### src/hdl/roc_pkg.sv
// Constants, register map and source codes for the relay output conditioner
package roc_pkg;

  // ==========================================================
  // Bus geometry
  localparam int ADDR_W = 4;
  localparam int DATA_W = 32;
  localparam logic [1:0] RESP_OKAY = 2'h0;
  localparam logic [1:0] RESP_SLVERR = 2'h2;

  // ==========================================================
  // Register offsets (byte addresses)
  localparam logic [3:0] OFS_CONFIG = 4'h0;
  localparam logic [3:0] OFS_ACT_DELAY = 4'h4;
  localparam logic [3:0] OFS_HOLD_DELAY = 4'h8;
  localparam logic [3:0] OFS_STATUS = 4'hC;

  // ==========================================================
  // Field positions
  localparam int CFG_SRC_LSB = 0;
  localparam int SRC_W = 5;
  localparam int CFG_POL_BIT = 8;
  localparam int CFG_FALLBACK_BIT = 9;
  localparam int DELAY_W = 16;
  localparam int ST_COND_BIT = 0;
  localparam int ST_LOGIC_BIT = 1;
  localparam int ST_RELAY_BIT = 2;
  localparam int ST_FIELDBUS_BIT = 3;
  localparam int ST_LINK_LOST_BIT = 4;

  // ==========================================================
  // Output source selection codes
  typedef enum logic [4:0] {
    SRC_UNASSIGNED = 5'h00,
    SRC_OPERATING_FAULT = 5'h01,
    SRC_DC_BUS_CHARGED = 5'h02,
    BRAKING_SOURCE = 5'h03,
    SRC_CURRENT_PRESENT = 5'h04,
    SRC_WARNING_GROUP1 = 5'h05,
    SRC_WARNING_GROUP2 = 5'h06,
    SRC_WARNING_GROUP3 = 5'h07,
    SRC_WARNING_GROUP4 = 5'h08,
    SRC_WARNING_GROUP5 = 5'h09,
    SRC_AI1_LOOP_LOSS = 5'h0A,
    SRC_AI3_LOOP_LOSS = 5'h0B,
    SRC_AI4_LOOP_LOSS = 5'h0C,
    SRC_AI5_LOOP_LOSS = 5'h0D,
    SRC_READY = 5'h0E,
    FALLBACK_SPEED_STATE = 5'h0F,
    SRC_SPEED_MAINTAINED = 5'h10,
    SRC_STOP_BY_TYPE = 5'h11,
    POSITION_REACHED_SOURCE = 5'h12
  } roc_source_type;

  localparam logic [4:0] SRC_MAX = 5'h12;
  localparam int STATUS_COND_W = 17;

  // ==========================================================
  // Reset values
  localparam logic [4:0] RST_SRC = 5'h01;
  localparam logic RST_POLARITY = 1'b1;
  localparam logic RST_FALLBACK = 1'b0;
  localparam logic [15:0] RST_ACT_DELAY = 16'h0000;
  localparam logic [15:0] RST_HOLD_DELAY = 16'h0000;

  // ==========================================================
  // Timing
  localparam int CLOCK_HZ = 25000000;
  localparam int TICK_PERIOD_MS = 1;
  localparam int TICK_CYCLES_DEFAULT = CLOCK_HZ / 1000 * TICK_PERIOD_MS;
  localparam int TICK_CNT_W = 16;
  localparam int ACT_DELAY_MAX_MS = 60000;
  localparam int HOLD_DELAY_MAX_MS = 9999;
  localparam logic [15:0] ACT_DELAY_MAX = 16'(ACT_DELAY_MAX_MS);
  localparam logic [15:0] HOLD_DELAY_MAX = 16'(HOLD_DELAY_MAX_MS);

endpackage

### src/hdl/roc_delay_if.sv
// Interface between the conditioner and its delay stage
`timescale 1ns/1ns
`default_nettype none
interface roc_delay_if;
  logic tick;
  logic cond;
  logic [15:0] act_ms;
  logic [15:0] hold_ms;
  logic state;
  modport ctrl (output tick, output cond, output act_ms, output hold_ms, input state);
  modport timer (input tick, input cond, input act_ms, input hold_ms, output state);
endinterface
`default_nettype wire

### src/hdl/roc_delay_stage.sv
// Activation and holding delay stage for one logical condition
`timescale 1ns/1ns
`default_nettype none
module roc_delay_stage (
  input wire logic clock,
  input wire logic reset_n,
  roc_delay_if.timer dly
);
  logic state;
  logic [15:0] count;
  wire differs = dly.cond != state;
  wire [15:0] target = dly.cond ? dly.act_ms : dly.hold_ms;
  wire expired = count >= target;

  // ==========================================================
  // Timer
  // Count restarts whenever the condition falls back to the held state
  always_ff @(posedge clock or negedge reset_n) begin
    if (!reset_n) begin
      state <= 1'b0;
      count <= 16'h0000;
    end else if (!differs) begin
      count <= 16'h0000; // RL14
    end else if (expired) begin
      state <= dly.cond; // RL3 RL7
      count <= 16'h0000;
    end else if (dly.tick) begin
      count <= count + 16'h0001; // RL14
    end
  end

  assign dly.state = state;
endmodule
`default_nettype wire

### src/hdl/roc_relay_conditioner.sv
// Relay output conditioner with AXI4-Lite register access
// Overview of operation
// RL1: Relay follows one selectable internal status condition.
// RL2: Selection also offers fallback speed, speed maintained, stop by type.
// RL3: Rising condition changes output after activation delay, up to 60000 ms.
// RL4: Operating-fault source forces activation delay to zero.
// RL5: Polarity 1 gives output high while true; polarity 0 output low.
// RL6: Operating-fault source locks polarity at 1; writes cannot change it.
// RL7: Falling condition releases output after holding delay, up to 9999 ms.
// RL8: Operating-fault source forces holding delay to zero.
// RL9: Fallback enable reads off whenever a source is assigned.
// RL10: Without fallback, a fieldbus link loss leaves the output unchanged.
// RL11: Unassigned output is set or cleared by the fieldbus output bit.
// RL12: Fallback on: follow fieldbus bit, and error resets output inactive.
// RL13: Source selection resets to the operating-fault condition.
// RL14: Delays count millisecond ticks; reverting condition cancels the pending change.
// RL15: Polarity is applied after both delay stages.
//
// Added by the designer: the AXI4-Lite slave port and the register addresses.
`timescale 1ns/1ns
`default_nettype none
module roc_relay_conditioner #(
  parameter int unsigned TICK_CYCLES = roc_pkg::TICK_CYCLES_DEFAULT
) (
  input wire logic CLOCK,
  input wire logic RESET_N,
  input wire logic [3:0] AWADDR,
  input wire logic [2:0] AWPROT,
  input wire logic AWVALID,
  output logic AWREADY,
  input wire logic [31:0] WDATA,
  input wire logic [3:0] WSTRB,
  input wire logic WVALID,
  output logic WREADY,
  output logic [1:0] BRESP,
  output logic BVALID,
  input wire logic BREADY,
  input wire logic [3:0] ARADDR,
  input wire logic [2:0] ARPROT,
  input wire logic ARVALID,
  output logic ARREADY,
  output logic [31:0] RDATA,
  output logic [1:0] RRESP,
  output logic RVALID,
  input wire logic RREADY,
  input wire logic OPERATING_FAULT,
  input wire logic [16:0] STATUS_COND,
  input wire logic FIELDBUS_OUTPUT_WORD_BIT,
  input wire logic FIELDBUS_LINK_LOST,
  input wire logic ERROR_TRIGGER,
  output logic RELAY_OUT
);

  // ==========================================================
  // Helpers
  function automatic logic [31:0] merge_bytes(input logic [31:0] old_val,
                                              input logic [31:0] new_val,
                                              input logic [3:0] strb);
    logic [31:0] res;
    res = old_val;
    for (int i = 0; i < 4; i++) begin
      if (strb[i]) begin
        res[8*i +: 8] = new_val[8*i +: 8];
      end
    end
    return res;
  endfunction

  function automatic logic is_mapped(input logic [3:0] addr);
    return addr == roc_pkg::OFS_CONFIG || addr == roc_pkg::OFS_ACT_DELAY ||
           addr == roc_pkg::OFS_HOLD_DELAY || addr == roc_pkg::OFS_STATUS;
  endfunction

  // ==========================================================
  // Configuration state
  logic [4:0] source_sel;
  logic polarity;
  logic fallback_en;
  logic [15:0] relay_activation_delay;
  logic [15:0] relay_holding_delay;
  logic fieldbus_state;
  logic [15:0] tick_count;
  logic tick;

  // ==========================================================
  // Write channel state
  logic aw_full;
  logic w_full;
  logic [3:0] aw_addr;
  logic [31:0] w_data;
  logic [3:0] w_strb;
  logic [3:0] ar_addr_unused;

  wire aw_take = AWVALID && AWREADY;
  wire w_take = WVALID && WREADY;
  wire b_done = BVALID && BREADY;
  wire wr_go = aw_full && w_full && !BVALID;
  wire next_aw_full = (aw_full || aw_take) && !wr_go;
  wire next_w_full = (w_full || w_take) && !wr_go;
  wire next_bvalid = wr_go || (BVALID && !BREADY);
  wire ar_take = ARVALID && ARREADY;
  wire next_rvalid = ar_take || (RVALID && !RREADY);

  // ==========================================================
  // Register write decode
  wire wr_config = wr_go && aw_addr == roc_pkg::OFS_CONFIG;
  wire wr_act = wr_go && aw_addr == roc_pkg::OFS_ACT_DELAY;
  wire wr_hold = wr_go && aw_addr == roc_pkg::OFS_HOLD_DELAY;

  wire [31:0] config_word = {22'h000000, fallback_en, polarity, 3'h0, source_sel};
  wire [31:0] config_merged = merge_bytes(config_word, w_data, w_strb);
  wire [4:0] config_src_req = config_merged[roc_pkg::CFG_SRC_LSB +: roc_pkg::SRC_W];
  // Unknown source codes leave the old selection in place
  wire [4:0] next_source = (config_src_req > roc_pkg::SRC_MAX) ? source_sel : config_src_req;
  wire next_is_fault = next_source == roc_pkg::SRC_OPERATING_FAULT;
  wire next_unassigned = next_source == roc_pkg::SRC_UNASSIGNED;
  wire next_polarity = next_is_fault ? 1'b1 : config_merged[roc_pkg::CFG_POL_BIT];
  wire next_fallback = next_unassigned && config_merged[roc_pkg::CFG_FALLBACK_BIT];

  wire [31:0] act_merged = merge_bytes({16'h0000, relay_activation_delay}, w_data, w_strb);
  wire [31:0] hold_merged = merge_bytes({16'h0000, relay_holding_delay}, w_data, w_strb);
  // Saturate instead of wrapping so an oversize value still means a long delay
  wire [15:0] next_act = (act_merged[31:16] != 16'h0000 ||
                          act_merged[15:0] > roc_pkg::ACT_DELAY_MAX) ?
                         roc_pkg::ACT_DELAY_MAX : act_merged[15:0];
  wire [15:0] next_hold = (hold_merged[31:16] != 16'h0000 ||
                           hold_merged[15:0] > roc_pkg::HOLD_DELAY_MAX) ?
                          roc_pkg::HOLD_DELAY_MAX : hold_merged[15:0];

  // ==========================================================
  // Source selection and condition path
  wire is_fault_src = source_sel == roc_pkg::SRC_OPERATING_FAULT;
  wire is_unassigned = source_sel == roc_pkg::SRC_UNASSIGNED;
  wire [18:0] cond_vec = {STATUS_COND, OPERATING_FAULT, 1'b0};
  wire selected_cond = (source_sel <= roc_pkg::SRC_MAX) ? cond_vec[source_sel] : 1'b0; // RL1 RL2

  roc_delay_if dly ();
  assign dly.tick = tick;
  assign dly.cond = selected_cond;
  assign dly.act_ms = is_fault_src ? 16'h0000 : relay_activation_delay; // RL4
  assign dly.hold_ms = is_fault_src ? 16'h0000 : relay_holding_delay; // RL8

  roc_delay_stage u_delay (
    .clock(CLOCK),
    .reset_n(RESET_N),
    .dly(dly)
  );

  // Unassigned output bypasses the timers and takes the fieldbus state
  wire logical_state = is_unassigned ? fieldbus_state : dly.state; // RL11
  wire next_relay = polarity ? logical_state : !logical_state; // RL5 RL15

  // Fieldbus state: error reset only with fallback, else hold on link loss
  wire next_fieldbus = (fallback_en && ERROR_TRIGGER) ? 1'b0 : // RL12
                       FIELDBUS_LINK_LOST ? fieldbus_state : // RL10
                       FIELDBUS_OUTPUT_WORD_BIT; // RL11 RL12

  // ==========================================================
  // Read decode
  wire [31:0] status_word = {27'h0000000, FIELDBUS_LINK_LOST, fieldbus_state, RELAY_OUT,
                             logical_state, selected_cond};
  wire [31:0] read_word = (ARADDR == roc_pkg::OFS_CONFIG) ? config_word :
                          (ARADDR == roc_pkg::OFS_ACT_DELAY) ? {16'h0000, relay_activation_delay} :
                          (ARADDR == roc_pkg::OFS_HOLD_DELAY) ? {16'h0000, relay_holding_delay} :
                          (ARADDR == roc_pkg::OFS_STATUS) ? status_word : 32'h00000000;

  // ==========================================================
  // Millisecond tick
  wire tick_wrap = 32'(tick_count) >= TICK_CYCLES - 1;
  always_ff @(posedge CLOCK or negedge RESET_N) begin
    if (!RESET_N) begin
      tick_count <= 16'h0000;
      tick <= 1'b0;
    end else begin
      tick_count <= tick_wrap ? 16'h0000 : tick_count + 16'h0001; // RL14
      tick <= tick_wrap;
    end
  end

  // ==========================================================
  // Write address and data capture
  always_ff @(posedge CLOCK or negedge RESET_N) begin
    if (!RESET_N) begin
      aw_full <= 1'b0;
      w_full <= 1'b0;
      aw_addr <= 4'h0;
      w_data <= 32'h00000000;
      w_strb <= 4'h0;
    end else begin
      aw_full <= next_aw_full;
      w_full <= next_w_full;
      if (aw_take) begin
        aw_addr <= AWADDR;
      end
      if (w_take) begin
        w_data <= WDATA;
        w_strb <= WSTRB;
      end
    end
  end

  // ==========================================================
  // Handshake outputs
  always_ff @(posedge CLOCK or negedge RESET_N) begin
    if (!RESET_N) begin
      AWREADY <= 1'b0;
      WREADY <= 1'b0;
      BVALID <= 1'b0;
      BRESP <= roc_pkg::RESP_OKAY;
      ARREADY <= 1'b0;
      RVALID <= 1'b0;
      RRESP <= roc_pkg::RESP_OKAY;
      RDATA <= 32'h00000000;
    end else begin
      AWREADY <= !next_aw_full && !next_bvalid;
      WREADY <= !next_w_full && !next_bvalid;
      BVALID <= next_bvalid;
      ARREADY <= !next_rvalid;
      RVALID <= next_rvalid;
      if (wr_go) begin
        BRESP <= is_mapped(aw_addr) ? roc_pkg::RESP_OKAY : roc_pkg::RESP_SLVERR;
      end
      if (ar_take) begin
        RDATA <= read_word;
        RRESP <= is_mapped(ARADDR) ? roc_pkg::RESP_OKAY : roc_pkg::RESP_SLVERR;
      end
    end
  end

  // ==========================================================
  // Configuration registers
  always_ff @(posedge CLOCK or negedge RESET_N) begin
    if (!RESET_N) begin
      source_sel <= roc_pkg::RST_SRC; // RL13
      polarity <= roc_pkg::RST_POLARITY;
      fallback_en <= roc_pkg::RST_FALLBACK;
    end else if (wr_config) begin
      source_sel <= next_source;
      polarity <= next_polarity; // RL6
      fallback_en <= next_fallback; // RL9
    end
  end

  always_ff @(posedge CLOCK or negedge RESET_N) begin
    if (!RESET_N) begin
      relay_activation_delay <= roc_pkg::RST_ACT_DELAY;
      relay_holding_delay <= roc_pkg::RST_HOLD_DELAY;
    end else begin
      if (wr_act) begin
        relay_activation_delay <= next_act; // RL3
      end
      if (wr_hold) begin
        relay_holding_delay <= next_hold; // RL7
      end
    end
  end

  // ==========================================================
  // Relay output
  always_ff @(posedge CLOCK or negedge RESET_N) begin
    if (!RESET_N) begin
      fieldbus_state <= 1'b0;
      RELAY_OUT <= 1'b0;
    end else begin
      fieldbus_state <= next_fieldbus;
      RELAY_OUT <= next_relay;
    end
  end

  assign ar_addr_unused = ARPROT[0] ? 4'h0 : {1'b0, AWPROT};

endmodule
`default_nettype wire

### config.mk
export PLATFORM = sky130hd
export DESIGN_NAME = roc_relay_conditioner
export DESIGN_NICKNAME = d
export VERILOG_FILES = /design/src/hdl/roc_pkg.sv /design/src/hdl/roc_delay_if.sv /design/src/hdl/roc_delay_stage.sv /design/src/hdl/roc_relay_conditioner.sv
export SDC_FILE = /design/constraint.sdc
export NUM_CORES = 1
export LEC_CHECK = 0
export BUFFER_PORTS_ARGS = -buffer_cell sky130_fd_sc_hd__buf_2
export CAP_MARGIN = 20
export CORE_UTILIZATION = 45
export CTS_CLUSTER_SIZE = 24
export DETAILED_ROUTE_END_ITERATION = 12
export PLACE_DENSITY_LB_ADDON = 0.08
export SETUP_SLACK_MARGIN = 0.1
export SYNTH_ARGS = -nofsm -noshare
export SYNTH_HDL_FRONTEND = slang
export SYNTH_SLANG_ARGS = --single-unit
### constraint.sdc
create_clock -name CLOCK -period 10.4 [get_ports CLOCK]
set_input_delay 0.52 -clock CLOCK [delete_from_list [all_inputs] [get_ports CLOCK]]
set_output_delay 0.52 -clock CLOCK [all_outputs]
set_load 0.01 [all_outputs]
==> impl_summary.txt <==
----------------------------------------------------
[Route]
  Number of iterations in the first detailed-routing pass ... 5
  Routed len/inst ... roughly 16 µm
  Iteration-0 DRC Markers ... between 300 and 400
  Number of vias per cell ... 5.42
  Number of routed nets with antenna violations ... 0
  Post-Route WL ... ~16000 µm
  Total via count after detailed routing ... around 5400
  Total DRC errors in the routed layout ... 0

[Power and ir drop]
  Internal portion of total power ... between 1 and 1.5 mW
  Net switching fraction of the power ... a little under two fifths
  Worst vdd ir ... around 0.15 mV
  Net switching power ... roughly 0.8 mW
  Seq pwr share ... between 40% and 50%
  Leakage power ... 3.76 nW
  Share of total power in the clock network ... approximately 28%
  Ratio of total power to cell area ... between 200 and 300 mW/mm²
  Relative contribution of combinational cells to total power ... a little under a third

[STA]
  Fin Clk Skew ... about 0.016 ns
  Setup TNS ... 0 ns
  Count of endpoints failing setup in the final report ... 0
  Period Utilization, post-route ... ~46%
  Highest clock frequency the design can meet ... around 210 MHz
  Least-Margin Pin Slew ... between 1 and 1.5 ns
  Number of max-slew violations in the final report ... 0
  Unrepaired setup endpoints after global routing ... false
  Final number of hold-violating endpoints ... 0
  Worst slack on hold paths ... roughly 0.054 ns
  Period minus WS final ... 4.78 ns
  Max-Slew Margin vs Limit ... between 20% and 30%

[Critical path]
  Total buffers and inverters traversed by the critical path ... 1
  Top delay family on crit path ... simple AND/OR/NAND/NOR gates
  Arr. time, crit path ... around 5 ns
  Levels on crit path ... 14
  Peak fanout along the critical path ... 32
  Number of cells on the worst reg-to-reg path ... 14
  Critical path capture point type ... register
  CP Launch Type ... register
  Cell breakdown of the critical path ... mux4_2 -> mux2i_1 -> nor3b_1 -> nor3_2 -> buf_4 -> nor2_1 -> a31oi_1 -> ha_1 -> a211o_1 -> o221a_2 -> o31ai_1 -> a31oi_1 -> or4b_1 -> nor2_1
  Delay of the slowest critical-path stage ... 1.04 ns
  Slowest cell on crit path ... sky130_fd_sc_hd__or4b_1
  Required time of the worst setup path ... 10.74 ns
  Critical Setup Path Class ... reg -> reg

[Die]
  Core Footprint ... 0.0154 mm²
  IO Pins ... 120
  Core Rows ... 45
  Die H ... around 130 µm
  Initial Util ... between 40% and 50%
  Die Outline Area ... 0.0165 mm²
  Die Span X ... 128 µm

[Place]
  Detailed-placement wirelength estimate ... approximately 12000 µm
  Placer congestion estimate ... 0.792
  Port bufs ... 95

[Finish]
  Most common cell after layout, fill and taps aside ... sky130_fd_sc_hd__dfrtp_1
  Count of inserted antenna diode cells ... 0
  Count of nets after finishing ... 872
  Synthesis-to-finish area growth ... 16.3%
  Fraction of final layout cells sized beyond drive strength 1 ... around 25%
  Commonest cells after routing, fill and taps aside ... sky130_fd_sc_hd__dfrtp_1, sky130_fd_sc_hd__buf_2, sky130_fd_sc_hd__nand2_1, sky130_fd_sc_hd__nor2_1, sky130_fd_sc_hd__mux2_2

[Synthesis]
  Primary FF master, synth ... sky130_fd_sc_hd__dfrtp_1
  Yosys Warn Count ... 0
  Number of flops mapped to enable cells by yosys ... 0
  Sequential-to-total area share from yosys stat ... 48.8%
  Proportion of register bits with asynchronous set or reset after synthesis ... 100%
  Synth Area per Inst ... ~10 µm²
  Summed instance area of the synthesized netlist ... between 0.007 and 0.008 mm²
  Number of cells produced by synthesis ... 690
  Unique masters post-synth ... 63
  Flip-flop and latch count after synthesis ... 140

[CTS]
  Post-cts gate resize count ... 0
  CTS buffer count ... 17
  Insertion delay of the later-clocked pin in the worst-skew pair ... roughly 0.43 ns
  Setup Fix Bufs, Post-CTS ... 0
  CTS H-Tree Depth ... 4
  Clock root buffer ... sky130_fd_sc_hd__clkbuf_16
  Post-CTS Hold Buffers ... 0
  Maximum clock insertion buffer count ... 2
  CTS tree ... built
  Clock Sink Count ... 140
  Post-CTS clock slew at the launch and capture registers of the worst setup and hold paths ... about 0.07 ns

[Global route]
  Maximum number of pins on one net before global-route repair ... a little under 90
  Via count of the first global-routing pass ... 5346
  Global-route wire length before repair ... 26500 µm
  GRT Util Overall ... a little over a fifth
  Initial antenna violation count ... 0
  Overflow left after global routing ... 0

[Min path]
  Class of the most critical hold timing path ... in -> async

[Flow run]
  Count of max-cap constraint violations ... 0

[Outcome]
  Outcome ... complete, no violations

----------------------------------------------------
==> layout make-up <==
cell class,instances,area [µm²]
Clock inverter,14,149
Tap cell,211,264
Clock buffer,18,439
Timing Repair Buffer,99,524
Fill cell,1379,7020
Sequential cell,140,3510
Multi-Input combinational cell,496,3390
Inverter,22,82.6
==> per-stage QoR <==
stage	std cells	cell area (µm²)	total power [mW]	utilization [%]	setup slack [ns]
detailed placement	966	7740	1.58	50.4	5.60
CTS	998	8330	2.18	54.2	5.60
global placement	966	7740	1.54	50.4	5.72
global route	1000	8360	2.31	54.4	5.36
floorplan	708	7250	1.40	-	6.27
finish	1000	8360	2.17	54.4	5.62
==> registers in the layout, summed over array words and instances, names as in the netlist, 4 cells and up <==
| register | count |
|---|---|
| w_strb | 4 |
| RDATA | 16 |
| w_data | 32 |
| aw_addr | 4 |
| tick_count | 16 |
| u_delay.count | 16 |
| relay_activation_delay | 16 |
| relay_holding_delay | 16 |
| source_sel | 5 |
==> final timing paths <==
path / slack, ns / from / to
min: 0.05 / RESET_N / tick_count[2]
min reg2reg: 0.47 / RDATA[8] / RDATA[8]
max in group asynchronous: 9.16 / RESET_N / WREADY
max: 5.62 / source_sel[0] / u_delay.count[8]
max reg2reg: 5.62 / source_sel[0] / u_delay.count[8]
min in group CLOCK: 0.26 / ERROR_TRIGGER / fieldbus_state
==> logic make-up after synthesis <==
group           share of synthesized area (%)
compound gates                           14.6
xor+xnor                                 3.41
fa+ha+maj                                3.13
buf+inv                                  5.07
flops                                    48.8
mux                                      9.14
other cells                            0.0522
simple gates                             15.8
==> cell usage after synthesis (3+ instances only) <==
cell type	count	area share (%)
sky130_fd_sc_hd__a31oi_1	20	1.7
sky130_fd_sc_hd__buf_2	3	0.21
sky130_fd_sc_hd__nor4_1	9	0.78
sky130_fd_sc_hd__xor2_1	18	2.2
sky130_fd_sc_hd__a21oi_1	21	1.5
sky130_fd_sc_hd__nand3_1	17	1.2
sky130_fd_sc_hd__mux2_2	40	6.3
sky130_fd_sc_hd__o31ai_1	3	0.31
sky130_fd_sc_hd__nand3b_1	4	0.42
sky130_fd_sc_hd__o21ai_0	34	2.4
sky130_fd_sc_hd__o22a_1	13	1.6
sky130_fd_sc_hd__buf_6	3	0.47
sky130_fd_sc_hd__nand2_1	65	3.4
sky130_fd_sc_hd__a22oi_1	16	1.7
sky130_fd_sc_hd__nand4_1	9	0.78
sky130_fd_sc_hd__nor2_1	57	3.0
sky130_fd_sc_hd__o21a_1	7	0.73
sky130_fd_sc_hd__mux2i_1	15	2.1
sky130_fd_sc_hd__clkbuf_1	24	1.3
sky130_fd_sc_hd__buf_4	18	1.9
sky130_fd_sc_hd__ha_1	18	3.1
sky130_fd_sc_hd__or3_1	3	0.26
sky130_fd_sc_hd__a211o_1	3	0.37
sky130_fd_sc_hd__dfrtp_1	138	48
sky130_fd_sc_hd__and2_1	3	0.26
sky130_fd_sc_hd__and3_1	9	0.78
sky130_fd_sc_hd__o22ai_1	5	0.44
sky130_fd_sc_hd__nor2_4	9	1.4
sky130_fd_sc_hd__nor2b_1	5	0.44
sky130_fd_sc_hd__xnor2_1	10	1.2
sky130_fd_sc_hd__a22o_1	14	1.7
sky130_fd_sc_hd__inv_1	22	1.1
sky130_fd_sc_hd__nor3_1	10	0.70
==> power groups by stage <==
| stage | clock, mW | combinational, mW | sequential, mW |
|---|---|---|---|
| after floorplan | 0 | 0.582 | 0.816 |
| after global placement | 0 | 0.650 | 0.893 |
| after detailed placement | 0 | 0.673 | 0.903 |
| after CTS | 0.613 | 0.676 | 0.893 |
| after global routing | 0.639 | 0.751 | 0.922 |
| final | 0.602 | 0.669 | 0.896 |
==> routing by layer <==
metal	GRT usage, %	wire length [µm]
met1	27.8	7430
met3	5.45	811
met4	6.51	150
met5	0	0
met2	33.5	7750
Power figures use the tool's default switching activity.
